<file path="src/core/aip_pkg.sv">
// Package for the analog die interrupt prioritizer: register map, field
// positions, reset values, vector codes and the structs carried on ports.
// Assumes one core clock domain and a byte-wide register port from the core.
package aip_pkg;

	localparam int unsigned ADDR_W = 16;
	localparam int unsigned DATA_W = 8;
	localparam int unsigned HIGH_W = 8;
	localparam int unsigned LOW_W  = 6;
	localparam int unsigned SRC_N  = 14;

	// Page of the global address space: blocking and non-blocking views
	localparam logic [7:0] BASE_BLOCKING_PAGE = 8'h02;
	localparam logic [7:0] BASE_NONBLOCK_PAGE = 8'h03;

	localparam logic [7:0] OFS_STATUS_HIGH = 8'h08;
	localparam logic [7:0] OFS_STATUS_LOW  = 8'h09;
	localparam logic [7:0] OFS_VECTOR      = 8'h0A;
	localparam logic [7:0] OFS_RESERVED    = 8'h0B;
	localparam logic [7:0] OFS_MASK_HIGH   = 8'h0C;
	localparam logic [7:0] OFS_MASK_LOW    = 8'h0D;

	localparam logic [HIGH_W-1:0] MASK_HIGH_RST = 8'h00;
	localparam logic [LOW_W-1:0]  MASK_LOW_RST  = 6'h00;

	// High register field positions (pending status and mask share them)
	localparam int HI_UNDERVOLT_POS = 0;
	localparam int HI_HIGH_TEMP_POS = 1;
	localparam int HI_LIN_OT_POS    = 2;
	localparam int HI_CHAN0_POS     = 3;
	localparam int HI_OVERFLOW_POS  = 7;
	// Low register field positions
	localparam int LO_SER_ERR_POS   = 0;
	localparam int LO_SER_TX_POS    = 1;
	localparam int LO_SER_RX_POS    = 2;
	localparam int LO_MEAS_POS      = 3;
	localparam int LO_LIFETIME_POS  = 4;
	localparam int LO_CAL_POS       = 5;

	typedef enum logic [3:0] {
		VEC_NONE        = 4'h0,  // [RULE7]
		VEC_UNDERVOLT   = 4'h1,  // [RULE8]
		VEC_HIGH_TEMP   = 4'h2,
		VEC_LIN_OT      = 4'h3,
		VEC_CHAN0       = 4'h4,  // [RULE9]
		VEC_CHAN1       = 4'h5,
		VEC_CHAN2       = 4'h6,
		VEC_CHAN3       = 4'h7,
		VEC_OVERFLOW    = 4'h8,  // [RULE10]
		VEC_SER_ERR     = 4'h9,
		VEC_SER_TX      = 4'hA,
		VEC_SER_RX      = 4'hB,
		VEC_MEAS        = 4'hC,  // [RULE11]
		VEC_LIFETIME    = 4'hD,
		VEC_CALIBRATION = 4'hE
	} aip_vector_t;

	typedef struct packed {
		logic       calibration_request_flag;
		logic       lifetime_counter_flag;
		logic       current_done;
		logic       voltage_done;
		logic       serial_receive_flag;
		logic       serial_transmit_flag;
		logic       serial_error_flag;
		logic       timer_overflow_flag;
		logic [3:0] timer_chan_flag;
		logic       lin_overtemp_flag;
		logic       high_temp_flag;
		logic       undervoltage_flag;
	} aip_src_t;

	typedef struct packed {
		logic              rd;
		logic              wr;
		logic [ADDR_W-1:0] addr;
		logic [DATA_W-1:0] wdata;
	} aip_bus_req_t;

	function automatic logic [HIGH_W-1:0] aip_pack_high(input aip_src_t s);
		logic [HIGH_W-1:0] v;
		v = '0;
		v[HI_UNDERVOLT_POS] = s.undervoltage_flag;
		v[HI_HIGH_TEMP_POS] = s.high_temp_flag;
		v[HI_LIN_OT_POS]    = s.lin_overtemp_flag;
		v[HI_CHAN0_POS +: 4] = s.timer_chan_flag;
		v[HI_OVERFLOW_POS]  = s.timer_overflow_flag;
		return v;
	endfunction

	function automatic logic [LOW_W-1:0] aip_pack_low(input aip_src_t s);
		logic [LOW_W-1:0] v;
		v = '0;
		v[LO_SER_ERR_POS]  = s.serial_error_flag;
		v[LO_SER_TX_POS]   = s.serial_transmit_flag;
		v[LO_SER_RX_POS]   = s.serial_receive_flag;
		v[LO_MEAS_POS]     = s.current_done | s.voltage_done;
		v[LO_LIFETIME_POS] = s.lifetime_counter_flag;
		v[LO_CAL_POS]      = s.calibration_request_flag;
		return v;
	endfunction

	// Bit i of the priority-ordered set maps to code i+1; lowest index wins
	function automatic aip_vector_t aip_first_code(input logic [SRC_N-1:0] pend);
		aip_vector_t c;
		c = VEC_NONE;
		for (int i = SRC_N - 1; i >= 0; i--)
		begin
			if (pend[i])
				c = aip_vector_t'(4'(i + 1));
		end
		return c;
	endfunction

endpackage

</file>
<file path="src/core/aip_top.sv">
// Interrupt collection and prioritisation for the analog die: pending
// status, source masks and the vector register on the core's register port.
// Assumes source flags are levels held by their own blocks until serviced.
`timescale 1ns/1ps

// Summary of operation
// [RULE1] Calibration request shows in low status bit 5
// [RULE2] Lifetime counter event shows in low bit 4
// [RULE3] Measurement complete shows in low bit 3
// [RULE4] Serial receive, transmit, error in bits 2..0
// [RULE5] Low status read-only, bits 7 and 6 zero
// [RULE6] Vector holds highest-priority pending source code
// [RULE7] Vector reads zero when nothing pending
// [RULE8] Codes 1..3: undervoltage, high temp, LIN overtemp
// [RULE9] Codes 4..7: timer channels 0..3, lower first
// [RULE10] Code 8 overflow; 9..11 serial error, transmit, receive
// [RULE11] Codes 12..14: measurement, lifetime, calibration lowest
// [RULE12] High mask bit layout; 1 disables source
// [RULE13] Low mask bit layout; 1 disables source
// [RULE14] Registers at page 0x02 or 0x03 offsets
// [RULE15] High status layout matches high mask layout
// [RULE16] Measurement flag from current or voltage completion
// [RULE17] Masked sources skipped; request only when unmasked pending
// [RULE18] Both masks reset to zero
module aip_top
	import aip_pkg::*;
(
	input  wire logic                 i_core_clk,  // Core clock, 25 MHz
	input  wire logic                 i_rst_n,     // Async reset, active low
	input  wire aip_pkg::aip_src_t    i_src,       // Source flags, levels
	input  wire aip_pkg::aip_bus_req_t i_bus,      // Register port request
	output logic [aip_pkg::DATA_W-1:0] o_rdata,    // Read data, registered
	output logic                      o_rd_valid,  // Read data valid pulse
	output logic                      o_irq        // Interrupt request
);

	import aip_pkg::*;

	logic [HIGH_W-1:0] status_high;
	logic [LOW_W-1:0]  status_low;
	logic [HIGH_W-1:0] mask_high;
	logic [LOW_W-1:0]  mask_low;
	aip_vector_t       vector;

	wire [HIGH_W-1:0] next_status_high = aip_pack_high(i_src);  // [RULE15]
	wire [LOW_W-1:0]  next_status_low  = aip_pack_low(i_src);   // [RULE16]

	// Both pages alias the same registers; blocking only matters to the core
	wire       page_block = (i_bus.addr[15:8] == BASE_BLOCKING_PAGE);
	wire       page_nonbl = (i_bus.addr[15:8] == BASE_NONBLOCK_PAGE);
	wire       page_hit   = page_block || page_nonbl;              // [RULE14]
	wire [7:0] offset     = i_bus.addr[7:0];

	wire sel_status_high = page_hit && (offset == OFS_STATUS_HIGH);
	wire sel_status_low  = page_hit && (offset == OFS_STATUS_LOW);
	wire sel_vector      = page_hit && (offset == OFS_VECTOR);
	wire sel_reserved    = page_hit && (offset == OFS_RESERVED);
	wire sel_mask_high   = page_hit && (offset == OFS_MASK_HIGH);
	wire sel_mask_low    = page_hit && (offset == OFS_MASK_LOW);

	// Status and vector have no write path, so writes there are dropped
	wire wr_mask_high = i_bus.wr && sel_mask_high;  // [RULE12]
	wire wr_mask_low  = i_bus.wr && sel_mask_low;   // [RULE13]

	wire [DATA_W-1:0] rd_status_low = {2'h0, status_low};          // [RULE5]
	wire [DATA_W-1:0] rd_vector     = {4'h0, vector};              // [RULE7]
	wire [DATA_W-1:0] rd_mask_low   = {2'h0, mask_low};

	wire [DATA_W-1:0] read_mux =
		sel_status_high ? status_high   :
		sel_status_low  ? rd_status_low :
		sel_vector      ? rd_vector     :
		sel_mask_high   ? mask_high     :
		sel_mask_low    ? rd_mask_low   :
		8'h00;

	// Priority order equals the register layout: high byte first, then low
	wire [SRC_N-1:0] pend_set = {status_low, status_high};
	wire [SRC_N-1:0] mask_set = {mask_low, mask_high};

	always_ff @(posedge i_core_clk or negedge i_rst_n)
	begin
		if (!i_rst_n)
		begin
			status_high <= 8'h00;
			status_low  <= 6'h00;
		end
		else
		begin
			status_high <= next_status_high;  // [RULE15]
			status_low  <= next_status_low;   // [RULE1] [RULE2] [RULE3] [RULE4]
		end
	end

	always_ff @(posedge i_core_clk or negedge i_rst_n)
	begin
		if (!i_rst_n)
		begin
			o_rdata    <= 8'h00;
			o_rd_valid <= 1'b0;
		end
		else
		begin
			o_rd_valid <= i_bus.rd;
			if (i_bus.rd)
				o_rdata <= read_mux;  // [RULE14]
		end
	end

	aip_mask_regs #(
		.HW (HIGH_W),
		.LW (LOW_W)
	) u_masks (
		.i_core_clk  (i_core_clk),
		.i_rst_n     (i_rst_n),
		.i_wr_high   (wr_mask_high),
		.i_wr_low    (wr_mask_low),
		.i_wdata     (i_bus.wdata),
		.o_mask_high (mask_high),
		.o_mask_low  (mask_low)
	);

	aip_prio_enc #(
		.N (SRC_N)
	) u_prio (
		.i_core_clk (i_core_clk),
		.i_rst_n    (i_rst_n),
		.i_pending  (pend_set),
		.i_mask     (mask_set),
		.o_vector   (vector),
		.o_irq      (o_irq)
	);

	// Helper terms read only by the checks below
	wire [SRC_N-1:0] live_set = pend_set & ~mask_set;
	wire             none_live = (live_set == '0);
	wire [LOW_W-1:0] wr_data_low = i_bus.wdata[LOW_W-1:0];
endmodule

</file>
<file path="src/core/aip_mask_regs.sv">
// Two source mask registers, written by strobe from the register port.
// Assumes the caller decodes the address and raises one strobe per write.
`timescale 1ns/1ps
module aip_mask_regs
	import aip_pkg::*;
#(
	parameter int unsigned HW = HIGH_W,
	parameter int unsigned LW = LOW_W
)(
	input  wire logic          i_core_clk,   // Core clock
	input  wire logic          i_rst_n,      // Async reset, active low
	input  wire logic          i_wr_high,    // Write strobe, high mask
	input  wire logic          i_wr_low,     // Write strobe, low mask
	input  wire logic [HW-1:0] i_wdata,      // Write data
	output logic      [HW-1:0] o_mask_high,  // High mask, 1 disables
	output logic      [LW-1:0] o_mask_low    // Low mask, 1 disables
);

	always_ff @(posedge i_core_clk or negedge i_rst_n)
	begin
		if (!i_rst_n)
		begin
			o_mask_high <= MASK_HIGH_RST;  // [RULE18]
			o_mask_low  <= MASK_LOW_RST;   // [RULE18]
		end
		else
		begin
			if (i_wr_high)
				o_mask_high <= i_wdata;            // [RULE12]
			if (i_wr_low)
				o_mask_low <= i_wdata[LW-1:0];     // [RULE13]
		end
	end

endmodule

</file>
<file path="src/core/aip_prio_enc.sv">
// Masked priority encoder that holds the vector code in a register.
// Assumes pending and mask sets are ordered by priority, bit 0 highest.
`timescale 1ns/1ps
module aip_prio_enc
	import aip_pkg::*;
#(
	parameter int unsigned N = SRC_N
)(
	input  wire logic        i_core_clk,  // Core clock
	input  wire logic        i_rst_n,     // Async reset, active low
	input  wire logic [N-1:0] i_pending,  // Pending set, priority order
	input  wire logic [N-1:0] i_mask,     // Mask set, 1 disables
	output aip_pkg::aip_vector_t o_vector, // Registered vector code
	output logic             o_irq        // Request to the core
);

	wire [N-1:0] live = i_pending & ~i_mask;  // [RULE17]
	aip_vector_t next_vector;

	assign next_vector = aip_first_code(live);  // [RULE6]

	always_ff @(posedge i_core_clk or negedge i_rst_n)
	begin
		if (!i_rst_n)
			o_vector <= VEC_NONE;
		else
			o_vector <= next_vector;
	end

	assign o_irq = (o_vector != VEC_NONE);  // [RULE17]

endmodule

</file>
<file path="config.mk">
export PLATFORM = sky130hd
export DESIGN_NAME = aip_top
export DESIGN_NICKNAME = d
export VERILOG_FILES = /design/src/core/aip_pkg.sv /design/src/core/aip_top.sv /design/src/core/aip_mask_regs.sv /design/src/core/aip_prio_enc.sv
export SDC_FILE = /design/constraint.sdc
export NUM_CORES = 1
export LEC_CHECK = 0
export ABC_AREA = 1
export BUFFER_PORTS_ARGS = -buffer_cell sky130_fd_sc_hd__buf_2
export CORE_ASPECT_RATIO = 0.7
export CORE_MARGIN = 2
export CORE_UTILIZATION = 51
export CTS_BUF_LIST = sky130_fd_sc_hd__clkbuf_8 sky130_fd_sc_hd__clkbuf_16
export DETAILED_ROUTE_END_ITERATION = 10
export PLACE_DENSITY_LB_ADDON = 0.15
export SYNTH_ARGS = -nofsm -noshare
export SYNTH_HDL_FRONTEND = slang
export SYNTH_SLANG_ARGS = --single-unit
export TNS_END_PERCENT = 1
</file>
<file path="constraint.sdc">
create_clock -name i_core_clk -period 1.4 [get_ports i_core_clk]
set_input_delay 0.14 -clock i_core_clk [delete_from_list [all_inputs] [get_ports i_core_clk]]
set_output_delay 0.14 -clock i_core_clk [all_outputs]
set_load 0.1 [all_outputs]
</file>
[Word level (Yosys, flattened, before mapping)]
Cells that the tools add are included.
Storage, ports and cells
  register bits: 41
  bits of input ports: 43
Cells by class
  eq/ne operators: 7
  mux-type cells: 19
  bitwise gates (word level): 3
  reduce and logical (&&, ||, !) cells: 9
Operators with widths (number)
  4-bit two-way mux: 14
  8-bit by 4-bit equality test with 1-bit output (second input constant): 5
  8-bit two-way mux: 4
  8-bit by 2-bit equality test with 1-bit output (second input constant): 2
  14-bit bitwise AND: 1
  14-bit inverter: 1
  1-bit logical AND: 7
  6-bit two-way mux: 1
  4-bit nonzero test: 1
  1-bit logical OR: 1
  1-bit bitwise OR: 1

[Longest topological paths before layout]
  word-level depth: 16
  gate-level depth with buffers: 14
  depth with buffers taken out: 14

[Modules after synthesis]
From an unflattened synthesis, not the netlist that was laid out.
Unflattened totals
  cell total of the unflattened synthesis: 265
  area, all modules: 2060.7 µm²
By module, submodules not included
  aip_top: instances 1, cells an instance 141, area each 1154.9 µm²
  aip_mask_regs: instances 1, cells an instance 59, area each 526.8 µm²
  aip_prio_enc: instances 1, cells an instance 65, area each 379.1 µm²

[Least setup slack after synthesis]
No wires, ideal clock.
  path kind: reg-to-output
  start point: register u_prio.o_vector[0]
  end point: output o_irq
  arrival: 1.303 ns
  path slack: -0.043 ns
  stages on the path, launching flop included: 3
  buffers on the path: 0
  cell sequence: dfrtp_1 inv_1 nand4_1
On the way
  cells in the longest elaborated chain, start to end: 1
RTL lines
  start: declaration: RTL line aip_prio_enc.sv:13  | output aip_pkg::aip_vector_t o_vector,
  start signal: assignment: RTL line aip_prio_enc.sv:27  | o_vector <= next_vector;
  4-bit nonzero test: RTL line aip_prio_enc.sv:30  | assign o_irq = (o_vector != VEC_NONE);
  end: declaration: RTL line aip_top.sv:34  | output logic o_irq
Every way passes these cells.

[Worst setup path in the final report]
  start point: register u_prio.o_vector[2]
  end point: output o_irq
The elaborated chain is that of the path after synthesis.

==> impl_metrics.ini <==
[synthesis]
yosysUniqueCellTypes = 27
synth_ff_type = dfrtp_1
netlist_area_mm2 = 0.001938
syn-instance-count = 244
synth.top_cells.by_count = nand2_1 (88), dfrtp_1 (41), inv_1 (31)
yosys-top-cells-area = dfrtp_1 (53%), nand2_1 (17%), inv_1 (6.0%)
synth-seq-area-share_pct = 52.94
syn_nets = 287
synth_edf_count = 0
yosysWarnings = 0
synth.top_cell.area_share_pct = 52.94
synth_area_leader_cell = dfrtp_1
async_flop_share_pct = 100.0
synth_area_per_cell_um2 = 7.943
synth-seq-cells = 41
yosysMostFrequentCell = nand2_1

[clock_network]
clock_sinks = 41
cts_buffer_depth = 2
clock-root-buffer = clkbuf_8
clk-insertion-delay-late_ps = 290
clk_pin_slew_ps = 80
cts_tree = yes
postCtsSetupBuffers = 0
cts.htree.levels = 2
numCtsBuffers = 5

[floorplanning]
start_util_pct = 54.12
die_h_um = 55.58
io-pin-count = 53
core_mm2 = 0.003581
dieArea_mm2 = 0.004317
core.rowCount = 18
die_x_um = 77.68

[sta]
grt_setup_unrepaired = false
setup_violations = 0
slew_violations = 0
fin_crit_sh_pct = 90.19
clock-skew-final_ps = 6.966
timing.fmax_mhz = 791.9
timing.final.ws_setup_ps = 137.3
holdWs_ps = 30.94
final_hold_viol_count = 0
min_period_ps = 1263
worst_pin_slew_ps = 504.6
relSlewSlack_pct = 66.36

[layout]
num-nets-final = 362
area_growth_pct = 32.99
final_core_util_pct = 71.98
layout-drive-gt1-share_pct = 25.94
insertedDiodeCount = 0

[routing]
initialDrtViolationCount = 96
drt_first_pass_iters = 4
drt_wl_total_um = 4289
drc = 0
vias = 1723
postRouteAntennaNets = 0
post_drt_wl_per_cell_um = 11.59
routed_via_density = 4.657

[global_route]
grt_max_degree = 22
grt_usage_pct = 21.39
grt_pass1_wl_um = 7182
grt_pass1_vias = 1555
grt-ovfl-total = 0
grt_antenna_before_repair = 0

[worst_setup_path]
worstReg2RegStart = u_masks.o_mask_low[4]
arrival_ps = 1120
rrSetupSlack_ps = 150
start_kind = flip-flop
crit_slowest_cell = dfrtp_1
end_kind = output port
cp_max_fo = 2
r2r-end = u_prio.o_vector[1]
path_cells = inv_1, nand4_1, clkbuf_4
max_stage_delay_ps = 380
path_class = flip-flop to output port
cp.required_ps = 1260
r2r_cells = 6

[placement]
port_buffers = 51
gp_congestion = 0.8687
post-place-ws_ps = -18.55
dp_hpwl_um = 3169

[flow_run]
drv_cap = 0

[outcome]
status = finished clean

[worst_hold_path]
hold_end = status_low[3]
holdPathStages = 2
hold_class = primary input to flip-flop
hp-start = i_src[12]

[pwr]
ir_drop_uv = 726.0
power_density_mw_per_mm2 = 944.5
cellLeakagePower_nw = 1.389
finalPower_mw = 2.435
kinds of logic (layout without fill, tap and decap cells):
group | Yosys count | count (layout) | synth area share (%)
compound gates | 26 | 26 | 8.199
buf+inv | 38 | 114 | 8.585
flops | 41 | 41 | 52.94
simple gates | 139 | 139 | 30.28
worst max-delay path: cells and delay by family (launching register included):
kind / cells / cell delay, ps
simple gates: 1 / 90
flops: 1 / 380
buf+inv: 2 / 360
cell usage in the layout (no fill, tap or decap), types with 2 or more instances in the layout:
master	synthesis	layout
a21oi_1	4	4
buf_12	0	3
buf_2	0	50
buf_4	2	5
clkbuf_8	0	6
dfrtp_1	41	41
dlygate4sd3_1	0	14
inv_1	31	30
inv_2	1	2
nand2_1	88	87
nand2_2	2	3
nand3_1	13	13
nand4_1	3	3
nor2_1	23	23
nor3_1	2	2
o21ai_0	6	5
o21ai_1	8	9
o21ai_2	6	6
how the worst max path moves through the flow:
| stage | start | endpoint | slack [ps] | depth (start not counted) |
|---|---|---|---|---|
| 6_report | u_prio.o_vector[2] | o_irq | 140 | 3 |
| 3_5_place_dp | i_bus[22] | o_rdata[7] | -20 | 10 |
| 4_1_cts | u_masks.o_mask_low[4] | u_prio.o_vector[1] | 50 | 6 |
| 5_1_grt | status_low[4] | u_prio.o_vector[0] | 6 | 14 |
| 2_1_floorplan | u_prio.o_vector[0] | o_irq | -40 | 2 |
| 3_3_place_gp | i_bus[22] | o_rdata[7] | 10 | 10 |
power by group:
group / leakage [nW] / switching [mW] / total [mW] / internal (mW)
Sequential: 0.521 / 0.0155 / 1.23 / 1.21
Combinational: 0.810 / 0.125 / 0.226 / 0.101
Clock: 0.0574 / 0.402 / 0.982 / 0.580
Total: 1.39 / 0.543 / 2.43 / 1.89
area by class of cell:
cell class | count | area [µm²]
clock inverters | 2 | 37.54
repair buffers | 73 | 495.5
flip-flops and latches | 41 | 1026
clock buffers | 6 | 82.58
well taps | 50 | 62.56
multi-input cells | 165 | 748.2
fillers | 303 | 1003
inverters | 33 | 125.1
metrics by stage:
step	cell area (µm²)	TNS [ps]	cells
floorplan	1938	-42.68	244
global placement	2312	0	348
detailed placement	2312	-82.33	348
CTS	2572	0	370
global route	2577	0	370
finish	2577	0	370
routing by layer:
layer / share of wire (%) / global-route usage [%] / up-vias
li1: - / - / 904
met1: 51 / 31.43 / 768
met4: 0.93 / 4.592 / 0
met3: 5.9 / 5.357 / 5
met2: 42 / 32.27 / 46
met5: 0 / 0 / -
sequential cells by signal, summed over array words and instances, names as in the netlist:
register and count:
o_rdata 8, status_high 8, u_masks.o_mask_high 8, status_low 6, u_masks.o_mask_low 6, u_prio.o_vector 4, o_rd_valid 1
repair_timing:
item	4_1_cts	5_1_grt
hold buffers	14	0
gates resized for setup	0	4
endpoints found under the hold margin	33	0
endpoints found under the setup margin	0	3
Note: power is estimated with default switching activity, not from simulation.
